File: config.mk
export PLATFORM = sky130hd
export DESIGN_NAME = mio_ports
export DESIGN_NICKNAME = d
export VERILOG_FILES = /design/src/rtl/mio_pkg.sv /design/src/rtl/mio_pin_sync.sv /design/src/rtl/mio_ports.sv
export SDC_FILE = /design/constraint.sdc
export NUM_CORES = 1
export LEC_CHECK = 0
export BUFFER_PORTS_ARGS = -buffer_cell sky130_fd_sc_hd__buf_2
export CORE_MARGIN = 3
export CORE_UTILIZATION = 55
export CTS_BUF_LIST = sky130_fd_sc_hd__clkbuf_4
export DETAILED_ROUTE_END_ITERATION = 12
export PLACE_DENSITY = 0.82
export SLEW_MARGIN = 20
export SYNTH_ARGS = -nofsm -noshare
export SYNTH_HDL_FRONTEND = slang
export SYNTH_HIERARCHICAL = 1
export SYNTH_SLANG_ARGS = --single-unit
File: constraint.sdc
create_clock -name core_clk -period 5.2 [get_ports core_clk]
set_input_delay 0.26 -clock core_clk [delete_from_list [all_inputs] [get_ports core_clk]]
set_output_delay 0.26 -clock core_clk [all_outputs]
set_load 0.02 [all_outputs]
File: src/rtl/mio_pkg.sv
/*
 * Constants for the five-port I/O block: port numbering, widths,
 * reset values and synchroniser depth.
 * Assumes nothing about its surroundings.
 */
package mio_pkg;
    localparam int unsigned PORT_W = 8;
    localparam int unsigned PORT4_W = 2;
    localparam int unsigned NUM_PORTS = 5;
    localparam int unsigned PIN_TOTAL = 4 * PORT_W + PORT4_W;
    localparam int unsigned SYNC_STAGES = 3;
    // Port select codes on the CPU side
    localparam logic [2:0] SEL_P0 = 3'h0;
    localparam logic [2:0] SEL_P1 = 3'h1;
    localparam logic [2:0] SEL_P2 = 3'h2;
    localparam logic [2:0] SEL_P3 = 3'h3;
    localparam logic [2:0] SEL_P4 = 3'h4;
    // Every latch comes out of reset at all ones
    localparam logic [7:0] LATCH_RST = 8'hFF;
    localparam logic [7:0] ALL_ZERO = 8'h00;
    // Port 1 bit positions
    localparam int unsigned P1_T2_CLK = 0;
    localparam int unsigned P1_T2_TRIG = 1;
    localparam int unsigned P1_ARR_CLK = 2;
    localparam int unsigned P1_CAP_LO = 3;
    localparam int unsigned NUM_CAP = 5;
    // Port 3 bit positions
    localparam int unsigned P3_RXD = 0;
    localparam int unsigned P3_TXD = 1;
    localparam int unsigned P3_IRQ0 = 2;
    localparam int unsigned P3_IRQ1 = 3;
    localparam int unsigned P3_CNT0 = 4;
    localparam int unsigned P3_CNT1 = 5;
    localparam int unsigned P3_WR = 6;
    localparam int unsigned P3_RD = 7;
    // Port 4 bit positions
    localparam int unsigned P4_CAN_TX = 0;
    localparam int unsigned P4_CAN_RX = 1;
    // Offsets of each port in the flattened pin vector
    localparam int unsigned OFS_P0 = 0;
    localparam int unsigned OFS_P1 = 8;
    localparam int unsigned OFS_P2 = 16;
    localparam int unsigned OFS_P3 = 24;
    localparam int unsigned OFS_P4 = 32;
endpackage

File: src/rtl/mio_pin_sync.sv
/*
 * Three-stage input synchroniser for the port pins.
 * Assumes the pins are asynchronous to core_clk; a bit is accepted
 * once the second and third stages agree.
 */
`timescale 1ns/10ps
`default_nettype none
module mio_pin_sync #(
    parameter int unsigned WIDTH = 8
) (
    input wire logic core_clk,
    input wire logic reset,
    input wire logic [WIDTH-1:0] pin_raw,
    output logic [WIDTH-1:0] pin_level
);
    logic [WIDTH-1:0] stage1_q;
    logic [WIDTH-1:0] stage2_q;
    logic [WIDTH-1:0] stage3_q;
    logic [WIDTH-1:0] level_q;

    // Pins idle high (pull-ups), so reset to ones
    always_ff @(posedge core_clk or posedge reset) begin
        if (reset) begin
            stage1_q <= '1;
            stage2_q <= '1;
            stage3_q <= '1;
        end else begin
            stage1_q <= pin_raw;
            stage2_q <= stage1_q;
            stage3_q <= stage2_q;
        end
    end

    // Per-bit acceptance, filters a single-cycle disagreement
    for (genvar b = 0; b < WIDTH; b++) begin : g_accept
        always_ff @(posedge core_clk or posedge reset) begin
            if (reset) begin
                level_q[b] <= 1'b1;
            end else if (stage2_q[b] == stage3_q[b]) begin
                level_q[b] <= stage3_q[b];
            end
        end
    end

    assign pin_level = level_q;
endmodule
`default_nettype wire

File: src/rtl/mio_ports.sv
/*
 * Five microcontroller I/O ports: latches, pin drivers with the
 * external bus multiplex on ports 0 and 2, and alternate functions.
 * Assumes CPU and peripheral signals are on core_clk; pins are
 * asynchronous and pass through mio_pin_sync.
 */
`timescale 1ns/10ps
`default_nettype none
module mio_ports (
    input wire logic core_clk,
    input wire logic reset,
    // CPU side
    input wire logic cpu_wr_en,
    input wire logic cpu_rd_en,
    input wire logic cpu_rd_latch,
    input wire logic [2:0] cpu_port_sel,
    input wire logic [7:0] cpu_wdata,
    output logic [7:0] cpu_rdata,
    // External bus sequencer
    input wire logic bus_addr_phase,
    input wire logic bus_data_out,
    input wire logic bus_data_in,
    input wire logic bus_fetch,
    input wire logic bus_move_ptr16,
    input wire logic [15:0] bus_addr,
    input wire logic [7:0] bus_wdata,
    input wire logic bus_wr_stb,
    input wire logic bus_rd_stb,
    output logic [7:0] bus_rdata,
    input wire logic verify_mode,
    input wire logic [7:0] verify_code,
    // Peripheral alternate functions
    input wire logic [7:0] analog_pin_select,
    input wire logic [4:0] capture_out,
    input wire logic [4:0] capture_out_en,
    input wire logic serial_tx_en,
    input wire logic serial_txd,
    input wire logic serial_sync_mode,
    input wire logic serial_sync_dout,
    input wire logic serial_sync_dout_en,
    input wire logic can_transmit_line,
    output logic timer2_clock_in,
    output logic timer2_trigger_in,
    output logic array_ext_clock_in,
    output logic [4:0] capture_module_io,
    output logic serial_rxd,
    output logic ext_irq_line_zero,
    output logic ext_irq_line_one,
    output logic counter0_input,
    output logic counter1_input,
    output logic can_receive_line,
    // Pins: input, output value, enable (high while driving)
    input wire logic [7:0] p0_in,
    output logic [7:0] p0_out,
    output logic [7:0] p0_oe,
    input wire logic [7:0] p1_in,
    output logic [7:0] p1_out,
    output logic [7:0] p1_oe,
    output logic [7:0] p1_pullup_en,
    input wire logic [7:0] p2_in,
    output logic [7:0] p2_out,
    output logic [7:0] p2_oe,
    input wire logic [7:0] p3_in,
    output logic [7:0] p3_out,
    output logic [7:0] p3_oe,
    input wire logic [1:0] p4_in,
    output logic [1:0] p4_out,
    output logic [1:0] p4_oe
);
    logic [7:0] latch_q [mio_pkg::NUM_PORTS];
    logic [mio_pkg::PIN_TOTAL-1:0] pin_level;
    logic [7:0] lvl0, lvl1, lvl2, lvl3;
    logic [1:0] lvl4;
    logic [7:0] p0_out_d, p0_oe_d, p2_out_d, p2_oe_d;
    logic [7:0] p1_val, p3_val;
    logic [1:0] p4_val;
    logic [7:0] rd_pin, rd_latch;
    logic [7:0] cpu_rdata_q, bus_rdata_q;
    logic [7:0] p0_out_q, p0_oe_q, p1_out_q, p1_oe_q, p1_pu_q;
    logic [7:0] p2_out_q, p2_oe_q, p3_out_q, p3_oe_q;
    logic [1:0] p4_out_q, p4_oe_q;
    logic [4:0] cap_in_q;
    logic t2c_q, t2t_q, arr_q, rxd_q, irq0_q, irq1_q, c0_q, c1_q, canrx_q;

    mio_pin_sync #(
        .WIDTH(mio_pkg::PIN_TOTAL)
    ) u_sync (
        .core_clk(core_clk),
        .reset(reset),
        .pin_raw({p4_in, p3_in, p2_in, p1_in, p0_in}),
        .pin_level(pin_level)
    );

    assign lvl0 = pin_level[mio_pkg::OFS_P0 +: 8];
    assign lvl1 = pin_level[mio_pkg::OFS_P1 +: 8];
    assign lvl2 = pin_level[mio_pkg::OFS_P2 +: 8];
    assign lvl3 = pin_level[mio_pkg::OFS_P3 +: 8];
    assign lvl4 = pin_level[mio_pkg::OFS_P4 +: 2];

    // Latches: ones at reset, CPU write on the write cycle
    for (genvar p = 0; p < mio_pkg::NUM_PORTS; p++) begin : g_latch
        always_ff @(posedge core_clk or posedge reset) begin
            if (reset) begin
                latch_q[p] <= mio_pkg::LATCH_RST;
            end else if (cpu_wr_en && cpu_port_sel == 3'(p)) begin
                latch_q[p] <= cpu_wdata;
            end
        end
    end

    // Port 0: address and write-data phases drive hard, otherwise open drain
    always_comb begin
        p0_out_d = mio_pkg::ALL_ZERO;
        p0_oe_d = ~latch_q[0];
        if (bus_addr_phase) begin
            p0_out_d = bus_addr[7:0];
            p0_oe_d = 8'hFF;
        end else if (bus_data_out) begin
            p0_out_d = bus_wdata;
            p0_oe_d = 8'hFF;
        end else if (bus_data_in) begin
            p0_oe_d = mio_pkg::ALL_ZERO;
        end else if (verify_mode) begin
            // Only zeros driven; ones rely on outside pull-ups
            p0_oe_d = ~verify_code;
        end
    end

    // Port 2: high address byte or latch contents
    always_comb begin
        if (bus_fetch || bus_move_ptr16) begin
            p2_out_d = bus_addr[15:8];
            p2_oe_d = 8'hFF;
        end else begin
            // Indirect-index moves fall through to the latch
            p2_out_d = latch_q[2];
            p2_oe_d = ~latch_q[2];
        end
    end

    // Port 1: module outputs ANDed with the latch
    always_comb begin
        p1_val = latch_q[1];
        for (int m = 0; m < mio_pkg::NUM_CAP; m++) begin
            if (capture_out_en[m]) begin
                p1_val[mio_pkg::P1_CAP_LO + m] =
                    latch_q[1][mio_pkg::P1_CAP_LO + m] & capture_out[m];
            end
        end
    end

    // Port 3: latch gates alternates, transmit and write exempt
    always_comb begin
        p3_val = latch_q[3];
        if (serial_sync_mode && serial_sync_dout_en) begin
            p3_val[mio_pkg::P3_RXD] =
                latch_q[3][mio_pkg::P3_RXD] & serial_sync_dout;
        end
        if (serial_tx_en) begin
            // Transmit and shift clock bypass the latch
            p3_val[mio_pkg::P3_TXD] = serial_txd;
        end
        if (bus_wr_stb) begin
            p3_val[mio_pkg::P3_WR] = 1'b0;
        end
        p3_val[mio_pkg::P3_RD] =
            latch_q[3][mio_pkg::P3_RD] & ~bus_rd_stb;
    end

    always_comb begin
        p4_val = latch_q[4][1:0];
        p4_val[mio_pkg::P4_CAN_TX] =
            latch_q[4][mio_pkg::P4_CAN_TX] & can_transmit_line;
    end

    // Pin registers; quasi-bidirectional pins drive low only
    always_ff @(posedge core_clk or posedge reset) begin
        if (reset) begin
            p0_out_q <= mio_pkg::ALL_ZERO;
            p0_oe_q <= mio_pkg::ALL_ZERO;
            p1_out_q <= mio_pkg::LATCH_RST;
            p1_oe_q <= mio_pkg::ALL_ZERO;
            p1_pu_q <= mio_pkg::LATCH_RST;
            p2_out_q <= mio_pkg::LATCH_RST;
            p2_oe_q <= mio_pkg::ALL_ZERO;
            p3_out_q <= mio_pkg::LATCH_RST;
            p3_oe_q <= mio_pkg::ALL_ZERO;
            p4_out_q <= 2'h3;
            p4_oe_q <= 2'h0;
        end else begin
            p0_out_q <= p0_out_d;
            p0_oe_q <= p0_oe_d;
            p1_out_q <= p1_val;
            p1_oe_q <= ~p1_val;
            p1_pu_q <= ~analog_pin_select;
            p2_out_q <= p2_out_d;
            p2_oe_q <= p2_oe_d;
            p3_out_q <= p3_val;
            p3_oe_q <= ~p3_val;
            p4_out_q <= p4_val;
            p4_oe_q <= ~p4_val;
        end
    end

    // Alternate inputs to peripherals
    always_ff @(posedge core_clk or posedge reset) begin
        if (reset) begin
            t2c_q <= 1'b1;
            t2t_q <= 1'b1;
            arr_q <= 1'b1;
            cap_in_q <= 5'h1F;
            rxd_q <= 1'b1;
            irq0_q <= 1'b1;
            irq1_q <= 1'b1;
            c0_q <= 1'b1;
            c1_q <= 1'b1;
            canrx_q <= 1'b1;
        end else begin
            t2c_q <= lvl1[mio_pkg::P1_T2_CLK];
            t2t_q <= lvl1[mio_pkg::P1_T2_TRIG];
            arr_q <= lvl1[mio_pkg::P1_ARR_CLK];
            cap_in_q <= lvl1[mio_pkg::P1_CAP_LO +: mio_pkg::NUM_CAP];
            // A zero latch holds the pin low, so gate it away
            rxd_q <= lvl3[mio_pkg::P3_RXD]
                & latch_q[3][mio_pkg::P3_RXD];
            irq0_q <= lvl3[mio_pkg::P3_IRQ0] & latch_q[3][mio_pkg::P3_IRQ0];
            irq1_q <= lvl3[mio_pkg::P3_IRQ1] & latch_q[3][mio_pkg::P3_IRQ1];
            c0_q <= lvl3[mio_pkg::P3_CNT0] & latch_q[3][mio_pkg::P3_CNT0];
            c1_q <= lvl3[mio_pkg::P3_CNT1] & latch_q[3][mio_pkg::P3_CNT1];
            canrx_q <= lvl4[mio_pkg::P4_CAN_RX]
                & latch_q[4][mio_pkg::P4_CAN_RX];
        end
    end

    // CPU read path: pins normally, latch for read-modify-write
    always_comb begin
        rd_pin = mio_pkg::ALL_ZERO;
        rd_latch = mio_pkg::ALL_ZERO;
        unique case (cpu_port_sel)
            mio_pkg::SEL_P0: begin
                rd_pin = lvl0;
                rd_latch = latch_q[0];
            end
            mio_pkg::SEL_P1: begin
                rd_pin = lvl1;
                rd_latch = latch_q[1];
            end
            mio_pkg::SEL_P2: begin
                rd_pin = lvl2;
                rd_latch = latch_q[2];
            end
            mio_pkg::SEL_P3: begin
                rd_pin = lvl3;
                rd_latch = latch_q[3];
            end
            mio_pkg::SEL_P4: begin
                rd_pin = {6'h00, lvl4};
                rd_latch = {6'h00, latch_q[4][1:0]};
            end
            default: begin
                rd_pin = mio_pkg::ALL_ZERO;
                rd_latch = mio_pkg::ALL_ZERO;
            end
        endcase
    end

    always_ff @(posedge core_clk or posedge reset) begin
        if (reset) begin
            cpu_rdata_q <= mio_pkg::ALL_ZERO;
        end else if (cpu_rd_en) begin
            cpu_rdata_q <= cpu_rd_latch ? rd_latch : rd_pin;
        end
    end

    // Data byte from external memory
    always_ff @(posedge core_clk or posedge reset) begin
        if (reset) begin
            bus_rdata_q <= mio_pkg::ALL_ZERO;
        end else if (bus_data_in) begin
            bus_rdata_q <= lvl0;
        end
    end

    assign cpu_rdata = cpu_rdata_q;
    assign bus_rdata = bus_rdata_q;
    assign p0_out = p0_out_q;
    assign p0_oe = p0_oe_q;
    assign p1_out = p1_out_q;
    assign p1_oe = p1_oe_q;
    assign p1_pullup_en = p1_pu_q;
    assign p2_out = p2_out_q;
    assign p2_oe = p2_oe_q;
    assign p3_out = p3_out_q;
    assign p3_oe = p3_oe_q;
    assign p4_out = p4_out_q;
    assign p4_oe = p4_oe_q;
    assign timer2_clock_in = t2c_q;
    assign timer2_trigger_in = t2t_q;
    assign array_ext_clock_in = arr_q;
    assign capture_module_io = cap_in_q;
    assign serial_rxd = rxd_q;
    assign ext_irq_line_zero = irq0_q;
    assign ext_irq_line_one = irq1_q;
    assign counter0_input = c0_q;
    assign counter1_input = c1_q;
    assign can_receive_line = canrx_q;
endmodule
`default_nettype wire

# [Word level (Yosys, flattened, before mapping)]
# Index checks and enable logic that the tools add are counted.
# Widths: inputs -> output; s select.
[classes] eq_ne=38 muxes=19 n_bitwise=22 n_reduce_logical=8
[op_table] op="$pmux 8 s5" n=2
[op_table] op="$mux 8" n=9
[op_table] op="$not 8->8" n=6
[op_table] op="$eq 1x1->1" n=34
[op_table] op="$and 1x1->1" n=14
[op_table] op="$mux 1" n=8
[op_table] op="$eq 3x2->1 const B" n=2
[op_table] op="$logic_and 1x1->1" n=6
[op_table] op="$eq 3x1->1 const B" n=1
[op_table] op="$eq 3x3->1 const B" n=1
[op_table] op="$logic_not 3->1" n=1
[op_table] op="$not 2->2" n=1
[op_table] op="$logic_or 1x1->1" n=1
[op_table] op="$not 1->1" n=1
[totals] register_bits=276 in_bits=114 out_inout_bits=106 wordCells=152

# [Longest topological paths before layout]
# Gate-level depths: netlist of run 1.
[logic_depth] depth_word=5 mapped_depth=7 mapped_depth_nobuf=4

# [By module]
# Netlist of run 1, hierarchy kept.
[by_module_without_submodules] mod="mio_ports" n_inst=1 cells_each=393 area_each_um2=5476.5 seq_area_each_um2=3606.0
[by_module_without_submodules] mod="mio_pin_sync" n_inst=1 cells_each=171 area_each_um2=3960.0 seq_area_each_um2=3573.4

# [Worst setup path after synthesis of run 1]
# No wires, ideal clock.
[synth_timing] kind="in2reg" startpoint="input cpu_port_sel[0]" endpoint="register cpu_rdata_q[6], in the netlist cpu_rdata[6]" setup_time_ps=125 arrival_ps=1331 t_required_ps=5075 slack_ps=3744 path_stages=5 n_path_buf=1 path_cell_list="buf_6 > mux4_1 > mux2i_1 > nor2_1 > mux2_4"
[synth_between] elab_chain_len=3 elab_cells_between_ends=8 cone_classes="eq/ne (4); mux (3); reduce/logical (1)"
[synth_lines] element="from (decl)" line="mio_ports.sv:16" source="input wire logic [2:0] cpu_port_sel,"
[synth_lines] element="$eq 3x3->1 (tied with other cells)" line="mio_ports.sv:239" source="unique case (cpu_port_sel)"
[synth_lines] element="$pmux 8 s5" line="mio_ports.sv:239"
[synth_lines] element="$mux 8 (*)" line="mio_ports.sv:271" source="cpu_rdata_q <= cpu_rd_latch ? rd_latch : rd_pin;"
[synth_lines] element="to (signal assigned)" line="mio_ports.sv:269" source="cpu_rdata_q <= mio_pkg::ALL_ZERO;"
[synth_lines] element="to (signal assigned)" line="mio_ports.sv:271"
[synth_lines] element="to (decl)" line="mio_ports.sv:78" source="logic [7:0] cpu_rdata_q, bus_rdata_q;"
# Mark *: on every way between the ends. The rest lies on a longest branch, timed or not.
# A chain may end at the register's enable or synchronous reset.

# [Worst setup path after layout of run 1]
[layout_timing] startpoint="register c1_q, in the netlist counter1_input" endpoint="output counter1_input"
[layout_rtl] element="from (decl)" line="mio_ports.sv:83" source="logic t2c_q, t2t_q, arr_q, rxd_q, irq0_q, irq1_q, c0_q, c1_q, canrx_q;"
[layout_rtl] element="from (signal assigned)" line="mio_ports.sv:229" source="c1_q <= lvl3[mio_pkg::P3_CNT1] & latch_q[3][mio_pkg::P3_CNT1];"
[layout_rtl] element="to (decl)" line="mio_ports.sv:50" source="output logic counter1_input,"
# No word-level cell between the ends.

==> qor.log, run 1 <==
[synth] proportion of netlist area held by the largest area contributor 60.7%
[sta] skew final 0.0277 ns
[place] number of port buffers 219
[clocking] number of clock sinks 276
[clocking] clock latency at the later pin of the worst-skew pair 0.67 ns
[clocking] H-tree levels 3
[floorplanning] die area 18,800 µm²
[drt] length of the first detailed-routing pass in iterations 4
[global_routing] via count of the first global-routing pass 6,617
[synth] #FFs+latches synth 276
[clocking] TritonCTS buffer count 68
[synth] yosys warns 6
[synth] mapped cell area 9440 µm²
[layout] Layout Cells excl Fill 1,226
[critical_path] kind of end point of the critical path primary output
[synth] number of different library cells in the post-synthesis netlist 49
[sta] Slew HR 42.2%
[clocking] hold_buf cts 113
[sta] post-route clock period utilization 31.0%
[drt] 1st-iter DRT viols 329
[synth] post-synth net total 678
[pwr] power density over the cells 405 nW/µm²
[sta] setup repair after global routing missed its margin no
[critical_path] number of buffers and inverters on the critical path 1
[job] Maximum Capacitance Violations 0
[floorplanning] effective utilization at floorplan 56.5%
[drt] drt total wl 22,100 µm
[synth] sequential element share of the synthesized area 76.1%
[drt] post-route DRC violation count 0
[synth] multiplexer fraction of the synthesized cell area 9.25%
[critical_path] worst reg2reg endpoint cpu_rdata[1]
[critical_path] type of the worst setup path reg -> out
[floorplanning] die width 137 µm
[global_routing] initial antenna violation count 4
[critical_path] largest incremental delay on the critical path 0.53 ns
[synth] Avg Cell Area, Syn 16.7 µm²
[synth] fraction of synthesis flops using an asynchronous set or reset pin 100%
[global_routing] GRT Total Usage 24.1%
[critical_path] required time of the critical path 4.94 ns
[clocking] CTS tree done
[floorplanning] top-level port count 220
[sta] Worst Max-Slew Pin Slew 0.866 ns
[place] placed cell count 989
[synth] most area-hungry cell type in the Yosys netlist sky130_fd_sc_hd__dfstp_2
[layout] most common library cell in the layout ignoring fill and taps sky130_fd_sc_hd__buf_2
[sta] final count of pins violating max slew 0
[place] Final HPWL DP 14,000 µm
[critical_path] library cell contributing the largest single delay on the critical path sky130_fd_sc_hd__dfstp_2
[worst_hold_path] Worst Hold Path EP p2_out[1]
[synth] share of the synthesized area in compound gates (AO/OA/AOI/OAI) 4.22%
[floorplanning] chip height 137 µm
[pwr] leakage power summed over all cells 5.74 nW
[worst_hold_path] hold path startpoint bus_fetch
[layout] share of final-layout standard cells stronger than drive strength 1 63.8%
[synth] EDFF count, synth 0
[place] routability congestion estimate 0.870
[drt] Antenna Nets Post-Route 0
[floorplanning] FP Rows 47
[critical_path] cell class contributing the biggest share of worst-path delay flip-flops
[pwr] peak supply drop 0.000315 V
[synth] main area contributors after synthesis sky130_fd_sc_hd__dfstp_2 (61%), sky130_fd_sc_hd__dfrtp_1 (15%), sky130_fd_sc_hd__mux2_2 (5.6%)
[clocking] Clock Path Buffers 3
[clocking] Gates resized, CTS repair 0
[synth] Post-Syn Instances 564
[critical_path] highest fanout seen on the critical path 1
[critical_path] reg-to-reg slack, setup 3.67 ns
[clocking] clock tree root buffer cell sky130_fd_sc_hd__clkbuf_4
[sta] final hold violations 0
[global_routing] grt ovf 0
[sta] time the worst path needs with I/O delays and setup 1.61 ns
[critical_path] crit path launch type register
[worst_hold_path] Hold/Removal Path Class in -> reg
[status] run status complete, no violations
[clocking] buffer count from post-CTS setup fixing 0
[synth] dominant combinational cell family by area after synthesis multiplexers
[layout] synthesis-to-finish area growth 35.3%
[clocking] clk slew on worst S/H paths 0.07 ns
[critical_path] cells traversed along the worst timing path buf_2
[synth] fraction of synthesized cell area in xor and xnor cells 0%
[layout] most frequent cells in the layout sky130_fd_sc_hd__buf_2 (219), sky130_fd_sc_hd__dfstp_2 (218), sky130_fd_sc_hd__dlygate4sd3_1 (113), sky130_fd_sc_hd__clkbuf_4 (102), sky130_fd_sc_hd__dfrtp_1 (58)
[sta] summed negative setup slack over all endpoints 0 ns
[critical_path] Reg2Reg Launch Point u_sync/pin_level[9]
[global_routing] pin count of the biggest net entering global routing 91
[sta] Fmax achieved 620 MHz
[global_routing] global-route wire length before repair 34,300 µm
[worst_hold_path] worst hold path stage count 3
[critical_path] length in cells of the worst reg-to-reg path 4
[synth] most used flip-flop cell after synthesis sky130_fd_sc_hd__dfstp_2
[drt] Via-to-Cell Ratio 4.96
[synth] post-synthesis share of cell area spent on and, or, nand and nor gates 3.96%
[layout] Final nets 1,066
[floorplanning] placeable core region 16,700 µm²
[drt] total via count in the routed design 6,086
[sta] total setup violations reported at the end of the flow 0
[synth] adder-cell area share of the yosys netlist 4.06%
[drt] routed len/inst 18.0 µm
[critical_path] Data arrival, critical path 1.35 ns
[power by group]
part	total (mW)	internal [mW]	switching [mW]	leakage, nW
Sequential	2.67	2.51	0.155	2.94
Clock	1.81	0.999	0.809	0.536
Combinational	0.693	0.317	0.376	2.26
[final cells by class]
class | instances | area [µm²]
Antenna cell | 2 | 5.00
Clock inverter | 20 | 130
Sequential cell | 276 | 7180
Inverter | 37 | 146
Fill cell | 1000 | 3930
Tap cell | 220 | 275
Timing Repair Buffer | 334 | 2240
Clock buffer | 102 | 766
Multi-Input combinational cell | 235 | 2030
[registers in the layout, summed over array words and instances, names as in the netlist, 34 cells and up]
signal and cells:
u_sync/stage1_q 34, u_sync/stage3_q 34, latch_q 34, u_sync/stage2_q 34
u_sync/pin_level 34
[cells by family (layout without fill, tap and decap cells)]
logic type,after synthesis,in the layout
AO/OA/AOI/OAI,62,62
adder cells (fa/ha/maj),34,34
buffers and inverters,53,493
flip-flops,276,276
multiplexers,69,69
other,0,2
AND/OR/NAND/NOR,70,70
[worst min-delay path: cells and delay by family]
family | cells | cell delay, ns
and+or+nand+nor | 1 | 0.09
buffers and inverters | 1 | 0.19
AOI/OAI and AO/OA | 1 | 0.12
[cell usage after synthesis (2+ instances only)]
master / count
sky130_fd_sc_hd__dfstp_2: 218
sky130_fd_sc_hd__dfrtp_1: 58
sky130_fd_sc_hd__mux2_2: 47
sky130_fd_sc_hd__inv_1: 37
sky130_fd_sc_hd__maj3_2: 34
sky130_fd_sc_hd__o21ai_0: 30
sky130_fd_sc_hd__nand2_1: 29
sky130_fd_sc_hd__mux2i_1: 13
sky130_fd_sc_hd__nor2_1: 9
sky130_fd_sc_hd__a22o_1: 8
sky130_fd_sc_hd__and2_1: 7
sky130_fd_sc_hd__clkbuf_1: 7
sky130_fd_sc_hd__nand2b_1: 6
sky130_fd_sc_hd__a21oi_1: 5
sky130_fd_sc_hd__mux4_1: 5
sky130_fd_sc_hd__a211oi_1: 3
sky130_fd_sc_hd__buf_2: 3
sky130_fd_sc_hd__buf_4: 3
sky130_fd_sc_hd__mux4_2: 3
sky130_fd_sc_hd__o22ai_1: 3
sky130_fd_sc_hd__a31oi_1: 2
sky130_fd_sc_hd__buf_6: 2
sky130_fd_sc_hd__nand3_1: 2
sky130_fd_sc_hd__nand3b_1: 2
sky130_fd_sc_hd__nor2b_1: 2
sky130_fd_sc_hd__nor3b_1: 2
sky130_fd_sc_hd__o211a_1: 2
[stage by stage]
stage	power, mW	hold WS, ns	area [µm²]	utilization [%]	setup WS, ns
CTS	5.22	0.00282	12800	76.4	3.54
finish	5.17	0.0419	12800	76.5	3.59
detailed placement	3.30	0.347	10700	64.3	3.03
floorplan	3.02	0.264	9440	-	1.32
global placement	3.27	0.345	10700	64.3	3.14
global route	5.42	0.0481	12800	76.5	3.42
[how the worst max path moves through the flow]
stage | start | to | cells after the start
after floorplan | reset | bus_rdata[0] | 1
after global placement | cpu_port_sel[0] | latch_q[30] | 4
after detailed placement | cpu_port_sel[0] | latch_q[27] | 4
after CTS | counter1_input | counter1_input | 1
after global routing | reset | u_sync/stage3_q[20] | 4
final | counter1_input | counter1_input | 1
[routing by layer]
metal / GRT usage [%] / part of all wire, % / vias up
met5: 0 / 0.063 / -
met2: 40.5 / 51 / 268
met3: 6.54 / 7.3 / 38
met4: 10.1 / 2.2 / 4
met1: 29.5 / 40 / 3026
li1: - / - / 2750
Power figures use the tool's default switching activity.
==> run 2: changes to the inputs <==
Settings changed: ABC_AREA from default to 1, CORE_UTILIZATION 55 to 50, PLACE_DENSITY 0.82 to 0.79.
Clock period 5.2 ns to 1.4 ns, I/O delays scaled along.
==> run 2 against run 1 <==
  * Worst setup slack lost 3.6 ns
  * Highest routed layer unchanged
  * Utilization shrank 2.5 points
  * Global-route usage up 1.2 points
  * First-iteration DRC count is 45% higher
  * Sequential cell count did not move
  * Register-to-register slack worse by 3.6 ns
  * Via count rose by 29%
  * Worst hold slack worse by 0.037 ns
  * Largest cell class unchanged
  * Synthesized area is 3.0% higher
  * Cell area is 9.4% higher
  * Sequential share of layout area down 4.8 points
==> qor.log, run 2 <==
[status] run status complete, no violations
[synth] EDFF count, synth 0 [unchanged]
[clocking] clock tree root buffer cell sky130_fd_sc_hd__clkbuf_4
[sta] Fmax achieved 717 MHz
[floorplanning] FP Rows 50 [+6.4%]
[floorplanning] die area 21,100 µm² [+13%]
[drt] length of the first detailed-routing pass in iterations 7 [+3]
[synth] sequential element share of the synthesized area 73.9% [-2.2 points]
[layout] share of final-layout standard cells stronger than drive strength 1 43.6% [-20 points]
[synth] most area-hungry cell type in the Yosys netlist sky130_fd_sc_hd__dfstp_2
[clocking] H-tree levels 3 [unchanged]
[synth] most common cell in the synthesized netlist sky130_fd_sc_hd__dfstp_2
[floorplanning] top-level port count 220 [unchanged]
[drt] Via-to-Cell Ratio 4.81 [-3.1%]
[critical_path] cell class contributing the biggest share of worst-path delay flip-flops
[layout] synthesis-to-finish area growth 43.7%
[drt] drt total wl 25,900 µm [+17%]
[pwr] Switching Power 5.14 mW [+280%]
[layout] most common library cell in the layout ignoring fill and taps sky130_fd_sc_hd__dfstp_2
[drt] post-route DRC violation count 0 [unchanged]
[global_routing] GRT Total Usage 25.3% [+1.2 points]
[pwr] Power Total 19.3 mW [+270%]
[synth] number of different library cells in the post-synthesis netlist 23 [-53%]
[synth] fraction of synthesis flops using an asynchronous set or reset pin 100% [unchanged]
[synth] main area contributors after synthesis sky130_fd_sc_hd__dfstp_2 (59%), sky130_fd_sc_hd__dfrtp_1 (15%), sky130_fd_sc_hd__nand2_1 (8.3%)
[critical_path] kind of end point of the critical path primary output
[pwr] part of the total power dissipated in sequential elements 50.8% [-0.8 points]
[place] number of port buffers 219 [unchanged]
[place] placed cell count 1,356 [+37%]
[pwr] switching share of power 26.6% [+0.70 points]
[clocking] number of clock sinks 276 [unchanged]
[synth] Post-Syn Instances 872 [+55%]
[global_routing] via count of the first global-routing pass 8,495 [+28%]
[critical_path] library cell contributing the largest single delay on the critical path sky130_fd_sc_hd__dfstp_2
[critical_path] length in cells of the worst reg-to-reg path 3 [-1]
[sta] Worst Max-Slew Pin Slew 0.476 ns [-0.391 ns]
[drt] routed len/inst 15.9 µm [-12%]
[layout] register area 7180 µm² [unchanged]
[sta] final hold violations 0 [unchanged]
[global_routing] initial antenna violation count 4 [unchanged]
[critical_path] required time of the critical path 1.33 ns [-3.61 ns]
[synth] yosys warns 6 [unchanged]
[synth] #FFs+latches synth 276 [unchanged]
[layout] multi-input combinational cell area 1970 µm² [-3.0%]
[clocking] TritonCTS buffer count 71 [+4.4%]
[drt] total via count in the routed design 7,853 [+29%]
[critical_path] largest incremental delay on the critical path 0.55 ns [+0.02 ns]
[worst_hold_path] worst hold path stage count 4 [+1]
[layout] utilization after layout 73.9% [-2.5 points]
[critical_path] instance count on the critical path 1 [unchanged]
[global_routing] grt ovf 0 [unchanged]
[critical_path] crit path launch type register
[synth] proportion of netlist area held by the largest area contributor 58.9% [-1.8 points]
[floorplanning] chip height 145 µm [+6.2%]
[critical_path] number of buffers and inverters on the critical path 1 [unchanged]
[clocking] CTS tree done
[pwr] proportion of power drawn by the clock network 35.1% [about the same]
[layout] Final nets 1,430 [+34%]
[pwr] Comb power frac 14.1% [+0.7 points]
[sta] time the worst path needs with I/O delays and setup 1.39 ns
[sta] post-route clock period utilization 99.6%
[drt] Antenna Nets Post-Route 0 [unchanged]
[place] worst slack after detailed placement 0.150 ns [-2.88 ns]
[synth] most used flip-flop cell after synthesis sky130_fd_sc_hd__dfstp_2
[pwr] leakage power summed over all cells 6.75 nW [+18%]
[critical_path] Data arrival, critical path 1.32 ns [-0.03 ns]
[synth] ranking of synthesized cells by instance count sky130_fd_sc_hd__dfstp_2 (218), sky130_fd_sc_hd__nand2_1 (215), sky130_fd_sc_hd__inv_1 (121), sky130_fd_sc_hd__nand3_1 (68), sky130_fd_sc_hd__nor2_1 (66)
[global_routing] global-route wire length before repair 42,900 µm [+25%]
[critical_path] type of the worst setup path reg -> out
[clocking] clk slew on worst S/H paths 0.07 ns [about the same]
[critical_path] cells traversed along the worst timing path buf_6
[place] routability congestion estimate 0.885 [+1.8%]
[layout] filler cell count 1,244 [+24%]
[pwr] power density over the cells 1380 nW/µm² [+240%]
[global_routing] pin count of the biggest net entering global routing 68 [-25%]
[critical_path] highest fanout seen on the critical path 1 [unchanged]
[drt] 1st-iter DRT viols 476 [+45%]
[synth] mapped cell area 9720 µm² [+3.0%]
[pwr] Internal Dissipation 14.2 mW [+270%]
[floorplanning] die width 145 µm [+6.2%]
[floorplanning] effective utilization at floorplan 51.4% [-5.1 points]
[clocking] Clock Path Buffers 3 [unchanged]
[sta] setup ws final 0.00567 ns [-3.58 ns]
[synth] Avg Cell Area, Syn 11.1 µm² [-33%]
[sta] total setup violations reported at the end of the flow 0 [unchanged]
[synth] post-synth net total 986 [+45%]
[clocking] clock latency at the later pin of the worst-skew pair 0.66 ns [about the same]
[layout] most frequent cells in the layout sky130_fd_sc_hd__dfstp_2 (218), sky130_fd_sc_hd__nand2_1 (215), sky130_fd_sc_hd__buf_2 (171), sky130_fd_sc_hd__dlygate4sd3_1 (141), sky130_fd_sc_hd__inv_1 (119)
[sta] skew final 0.0466 ns [+0.0189 ns]
[floorplanning] placeable core region 18,900 µm² [+13%]
[place] Final HPWL DP 15,800 µm [+13%]
[sta] final count of pins violating max slew 0 [unchanged]
[place] total placed instance area 11,300 µm² [+5.0%]
[layout] Layout Cells excl Fill 1,633 [+33%]
[layout] total non-filler cell area in the finished layout 14,000 µm² [+9.4%]
[worst_hold_path] Hold/Removal Path Class in -> reg
[sta] Slew HR 68.2% [+26 points]
[pwr] peak supply drop 0.00102 V [+220%]
[job] Maximum Capacitance Violations 0 [unchanged]
[sta] setup repair after global routing missed its margin yes
run 2: what timing repair did:
item | CTS | global route
gates resized for setup | 93 | 6
hold endpoints to repair | 295 | 1
pin swaps | 0 | 0
hold buffers | 154 | 1
setup endpoints to repair | 48 | 61
setup buffers | 0 | 4
run 2: worst paths after layout:
| path | start | to | slack [ns] |
|---|---|---|---|
| setup / recovery | p3_out[4] | p3_out[4] | 0.006 |
| hold / removal | bus_addr_phase | p0_out[3] | 0.005 |
| setup reg to reg | latch_q[23] | p2_out[7] | 0.04 |
| hold reg to reg | u_sync/stage1_q[24] | u_sync/stage2_q[24] | 0.34 |
| max in group asynchronous | reset | latch_q[18] | 0.14 |
| min in group asynchronous | reset | u_sync/stage2_q[24] | 0.32 |
run 2: power groups by stage:
stage	Combinational [mW]	Sequential [mW]	Clock [mW]
after floorplan	0.802	10.1	0
after global placement	2.03	9.84	0
after detailed placement	2.10	9.87	0
after CTS	2.65	9.80	6.94
after global routing	2.96	9.90	7.48
final	2.72	9.81	6.78
run 2: logic make-up after synthesis:
kind of cell / synth area share, %
AND/OR/NAND/NOR: 15.8
flip-flops: 73.9
buffers and inverters: 5.90
AO/OA/AOI/OAI: 4.44
run 2: per-layer routing:
layer	up-vias	part of all wire (%)	track usage, %
met5	-	0.035	0
met4	2	4.2	13.1
met1	3778	38	29.6
met2	361	52	43.3
li1	3628	-	-
met3	84	6.2	6.38
run 2: layout make-up:
type	instances	area share, %
Clock buffer	116	6.23
Clock inverter	11	0.305
Timing Repair Buffer	387	22.1
Tap cell	260	2.33
Sequential cell	276	51.4
Inverter	128	3.51
Multi-Input combinational cell	452	14.1
Antenna cell	3	0.0537
run 2: through the flow:
step                hold slack [ns]  TNS (ns)
floorplan                    0.0745    -20.42
global placement             0.0822         0
detailed placement           0.0866         0
CTS                        0.000661    -0.548
global route                 0.0292     -1.01
finish                      0.00469         0
==> run 3: changes to the inputs <==
==> constraint.sdc (replaced) <==
create_clock -name core_clk -period 1.4 [get_ports core_clk]
set_input_delay 0.07 -clock core_clk [delete_from_list [all_inputs] [get_ports core_clk]]
set_output_delay 0.07 -clock core_clk [all_outputs]
set_load 0.1 [all_outputs]
==> run 3 against run 2 <==
  * The flow now finishes with violations (setup timing)
  * Sequential power increased by 2%
  * Worst hold slack better by 0.020 ns
  * Combinational power up 100%
  * Total power is 16% higher
  * Via count is 2.4% higher
  * Routed wire length is 10% higher
  * Clock skew rose by 0.0048 ns
  * Largest cell class unchanged
==> qor.log, run 3 (synthesized netlist as in run 2, its figures left out) <==
[status] run status finished with violations
[status] violations in the final reports setup timing
[layout] Final nets 1,433 [+0.21%]
[critical_path] library cell contributing the largest single delay on the critical path sky130_fd_sc_hd__dfstp_2
[sta] setup repair after global routing missed its margin yes
[worst_hold_path] hold path startpoint bus_addr_phase
[layout] utilization after layout 78.4% [+4.5 points]
[floorplanning] effective utilization at floorplan 51.4% [unchanged]
[place] number of port buffers 219 [unchanged]
[pwr] power density over the cells 1510 nW/µm² [+9.1%]
[pwr] Internal Dissipation 14.8 mW [+4.3%]
[sta] total setup violations reported at the end of the flow 53 [+53]
[layout] multi-input combinational cell area 1970 µm² [+0.13%]
[global_routing] initial antenna violation count 3 [-1]
[critical_path] crit path launch type register
[layout] most common library cell in the layout ignoring fill and taps sky130_fd_sc_hd__dfstp_2
[drt] routed len/inst 17.5 µm [+10%]
[drt] Via-to-Cell Ratio 4.92 [+2.3%]
[sta] WHS 0.0250 ns [+0.0203 ns]
[sta] final hold violations 0 [unchanged]
[layout] register area 7180 µm² [about the same]
[floorplanning] top-level port count 220 [unchanged]
[layout] share of final-layout standard cells stronger than drive strength 1 43.9% [+0.34 points]
[global_routing] grt ovf 0 [unchanged]
[clocking] Clock Path Buffers 3 [unchanged]
[layout] filler cell count 1,093 [-12%]
[drt] 1st-iter DRT viols 566 [+19%]
[layout] most frequent cells in the layout sky130_fd_sc_hd__dfstp_2 (218), sky130_fd_sc_hd__nand2_1 (214), sky130_fd_sc_hd__dlygate4sd3_1 (143), sky130_fd_sc_hd__inv_1 (119), sky130_fd_sc_hd__clkbuf_4 (116)
[global_routing] via count of the first global-routing pass 8,698 [+2.4%]
[clocking] clk slew on worst S/H paths 0.08 ns [about the same]
[critical_path] type of the worst setup path reg -> out
[critical_path] cells traversed along the worst timing path buf_12
[critical_path] Data arrival, critical path 1.41 ns [+0.09 ns]
[critical_path] required time of the critical path 1.33 ns [about the same]
[floorplanning] die width 145 µm [unchanged]
[drt] length of the first detailed-routing pass in iterations 7 [unchanged]
[floorplanning] die area 21,100 µm² [unchanged]
[worst_hold_path] Hold/Removal Path Class in -> reg
[pwr] Switching Power 7.58 mW [+47%]
[drt] drt total wl 28,600 µm [+10%]
[critical_path] Reg2Reg Launch Point latch_q[20]
[global_routing] GRT Total Usage 27.3% [+2.0 points]
[drt] total via count in the routed design 8,040 [+2.4%]
[sta] skew final 0.0513 ns [+0.00477 ns]
[sta] Worst Max-Slew Pin Slew 0.494 ns [+0.0184 ns]
[pwr] leakage power summed over all cells 7.04 nW [+4.2%]
[critical_path] largest incremental delay on the critical path 0.57 ns [+0.02 ns]
[global_routing] pin count of the biggest net entering global routing 68 [unchanged]
[sta] Slew HR 67.0% [-1.2 points]
[sta] time the worst path needs with I/O delays and setup 1.48 ns [+0.0856 ns]
[sta] setup ws final -0.0799 ns [-0.0856 ns]
[pwr] switching share of power 33.9% [+7.3 points]
[clocking] CTS tree done
[floorplanning] chip height 145 µm [unchanged]
[critical_path] highest fanout seen on the critical path 1 [unchanged]
[critical_path] first element of the critical path p1_out[5]
[drt] Antenna Nets Post-Route 0 [unchanged]
[floorplanning] placeable core region 18,900 µm² [unchanged]
[clocking] clock tree root buffer cell sky130_fd_sc_hd__clkbuf_4
[global_routing] global-route wire length before repair 45,900 µm [+6.9%]
[sta] final count of pins violating max slew 0 [unchanged]
[clocking] TritonCTS buffer count 71 [unchanged]
[pwr] peak supply drop 0.000933 V [-8.4%]
[clocking] H-tree levels 3 [unchanged]
[pwr] Comb power frac 24.7% [+11 points]
[pwr] proportion of power drawn by the clock network 30.7% [-4.4 points]
[floorplanning] FP Rows 50 [unchanged]
[critical_path] kind of end point of the critical path primary output
[clocking] number of clock sinks 276 [unchanged]
[clocking] clock latency at the later pin of the worst-skew pair 0.66 ns [about the same]
[critical_path] number of buffers and inverters on the critical path 1 [unchanged]
[layout] synthesis-to-finish area growth 52.5%
[pwr] part of the total power dissipated in sequential elements 44.5% [-6.3 points]
[place] Final HPWL DP 15,800 µm [unchanged]
[place] routability congestion estimate 0.885 [unchanged]
[job] Maximum Capacitance Violations 0 [unchanged]
[sta] post-route clock period utilization 106% [+6.1 points]
[critical_path] cell class contributing the biggest share of worst-path delay flip-flops
[drt] post-route DRC violation count 0 [unchanged]
[sta] Fmax achieved 676 MHz [-5.8%]
==> run 3: stage by stage <==
step | power [mW] | area, µm² | setup WS (ns) | TNS [ns] | std cells
after floorplan | 13.1 | 9730 | -0.352 | -20.42 | 872
after detailed placement | 14.1 | 11300 | 0.150 | 0 | 1356
after global placement | 14.0 | 11300 | 0.201 | 0 | 1356
after global routing | 23.3 | 14800 | -0.143 | -5.10 | 1635
final | 22.4 | 14800 | -0.0799 | -1.94 | 1635
after CTS | 22.2 | 14700 | -0.134 | -4.41 | 1637
==> run 3: layer usage <==
metal / vias up / track usage [%] / wire length (µm)
li1: 3650 / - / -
met1: 3917 / 31.2 / 10300
met2: 371 / 48.0 / 15000
met3: 100 / 6.66 / 1830
met4: 2 / 13.8 / 1370
met5: - / 0 / 11
==> run 3: power by group through the flow <==
| stage | clock network (mW) | registers [mW] | logic (mW) |
|---|---|---|---|
| 2_1_floorplan | 0 | 12.3 | 0.802 |
| 3_3_place_gp | 0 | 9.84 | 4.16 |
| 3_5_place_dp | 0 | 9.87 | 4.23 |
| 4_1_cts | 6.94 | 9.90 | 5.32 |
| 5_1_grt | 7.55 | 10.0 | 5.75 |
| 6_report | 6.88 | 9.96 | 5.53 |
==> run 3: final cells by class <==
class	count	share of cell area, %
Clock inverter	11	0.287
Tap cell	260	2.20
Antenna cell	2	0.0338
Inverter	128	3.31
Multi-Input combinational cell	452	13.3
Timing Repair Buffer	390	26.5
Clock buffer	116	5.88
Sequential cell	276	48.5
==> run 3: repair_timing <==
action | CTS | global route
endpoints found under the setup margin | 106 | 98
hold endpoints to repair | 295 | 2
setup buffers | 0 | 7
hold buffers | 154 | 2
resized for setup | 288 | 34
==> run 3: worst min-delay path: stages <==
cell and delay, ns:
sky130_fd_sc_hd__buf_2 0.19, sky130_fd_sc_hd__inv_1 0.18, sky130_fd_sc_hd__nand3_1 0.12, sky130_fd_sc_hd__nand2_1 0.06
==> run 3: path summary, 6_finish.rpt <==
kind,cells past startpoint,to,slack (ns)
min in group asynchronous,3,u_sync/stage2_q[24],0.32
min,4,p0_out[2],0.02
max,1,p1_out[5],-0.08
min reg2reg,0,u_sync/stage2_q[24],0.34
max in group asynchronous,5,p1_pullup_en[2],0.11
max reg2reg,3,p2_out[4],0.02
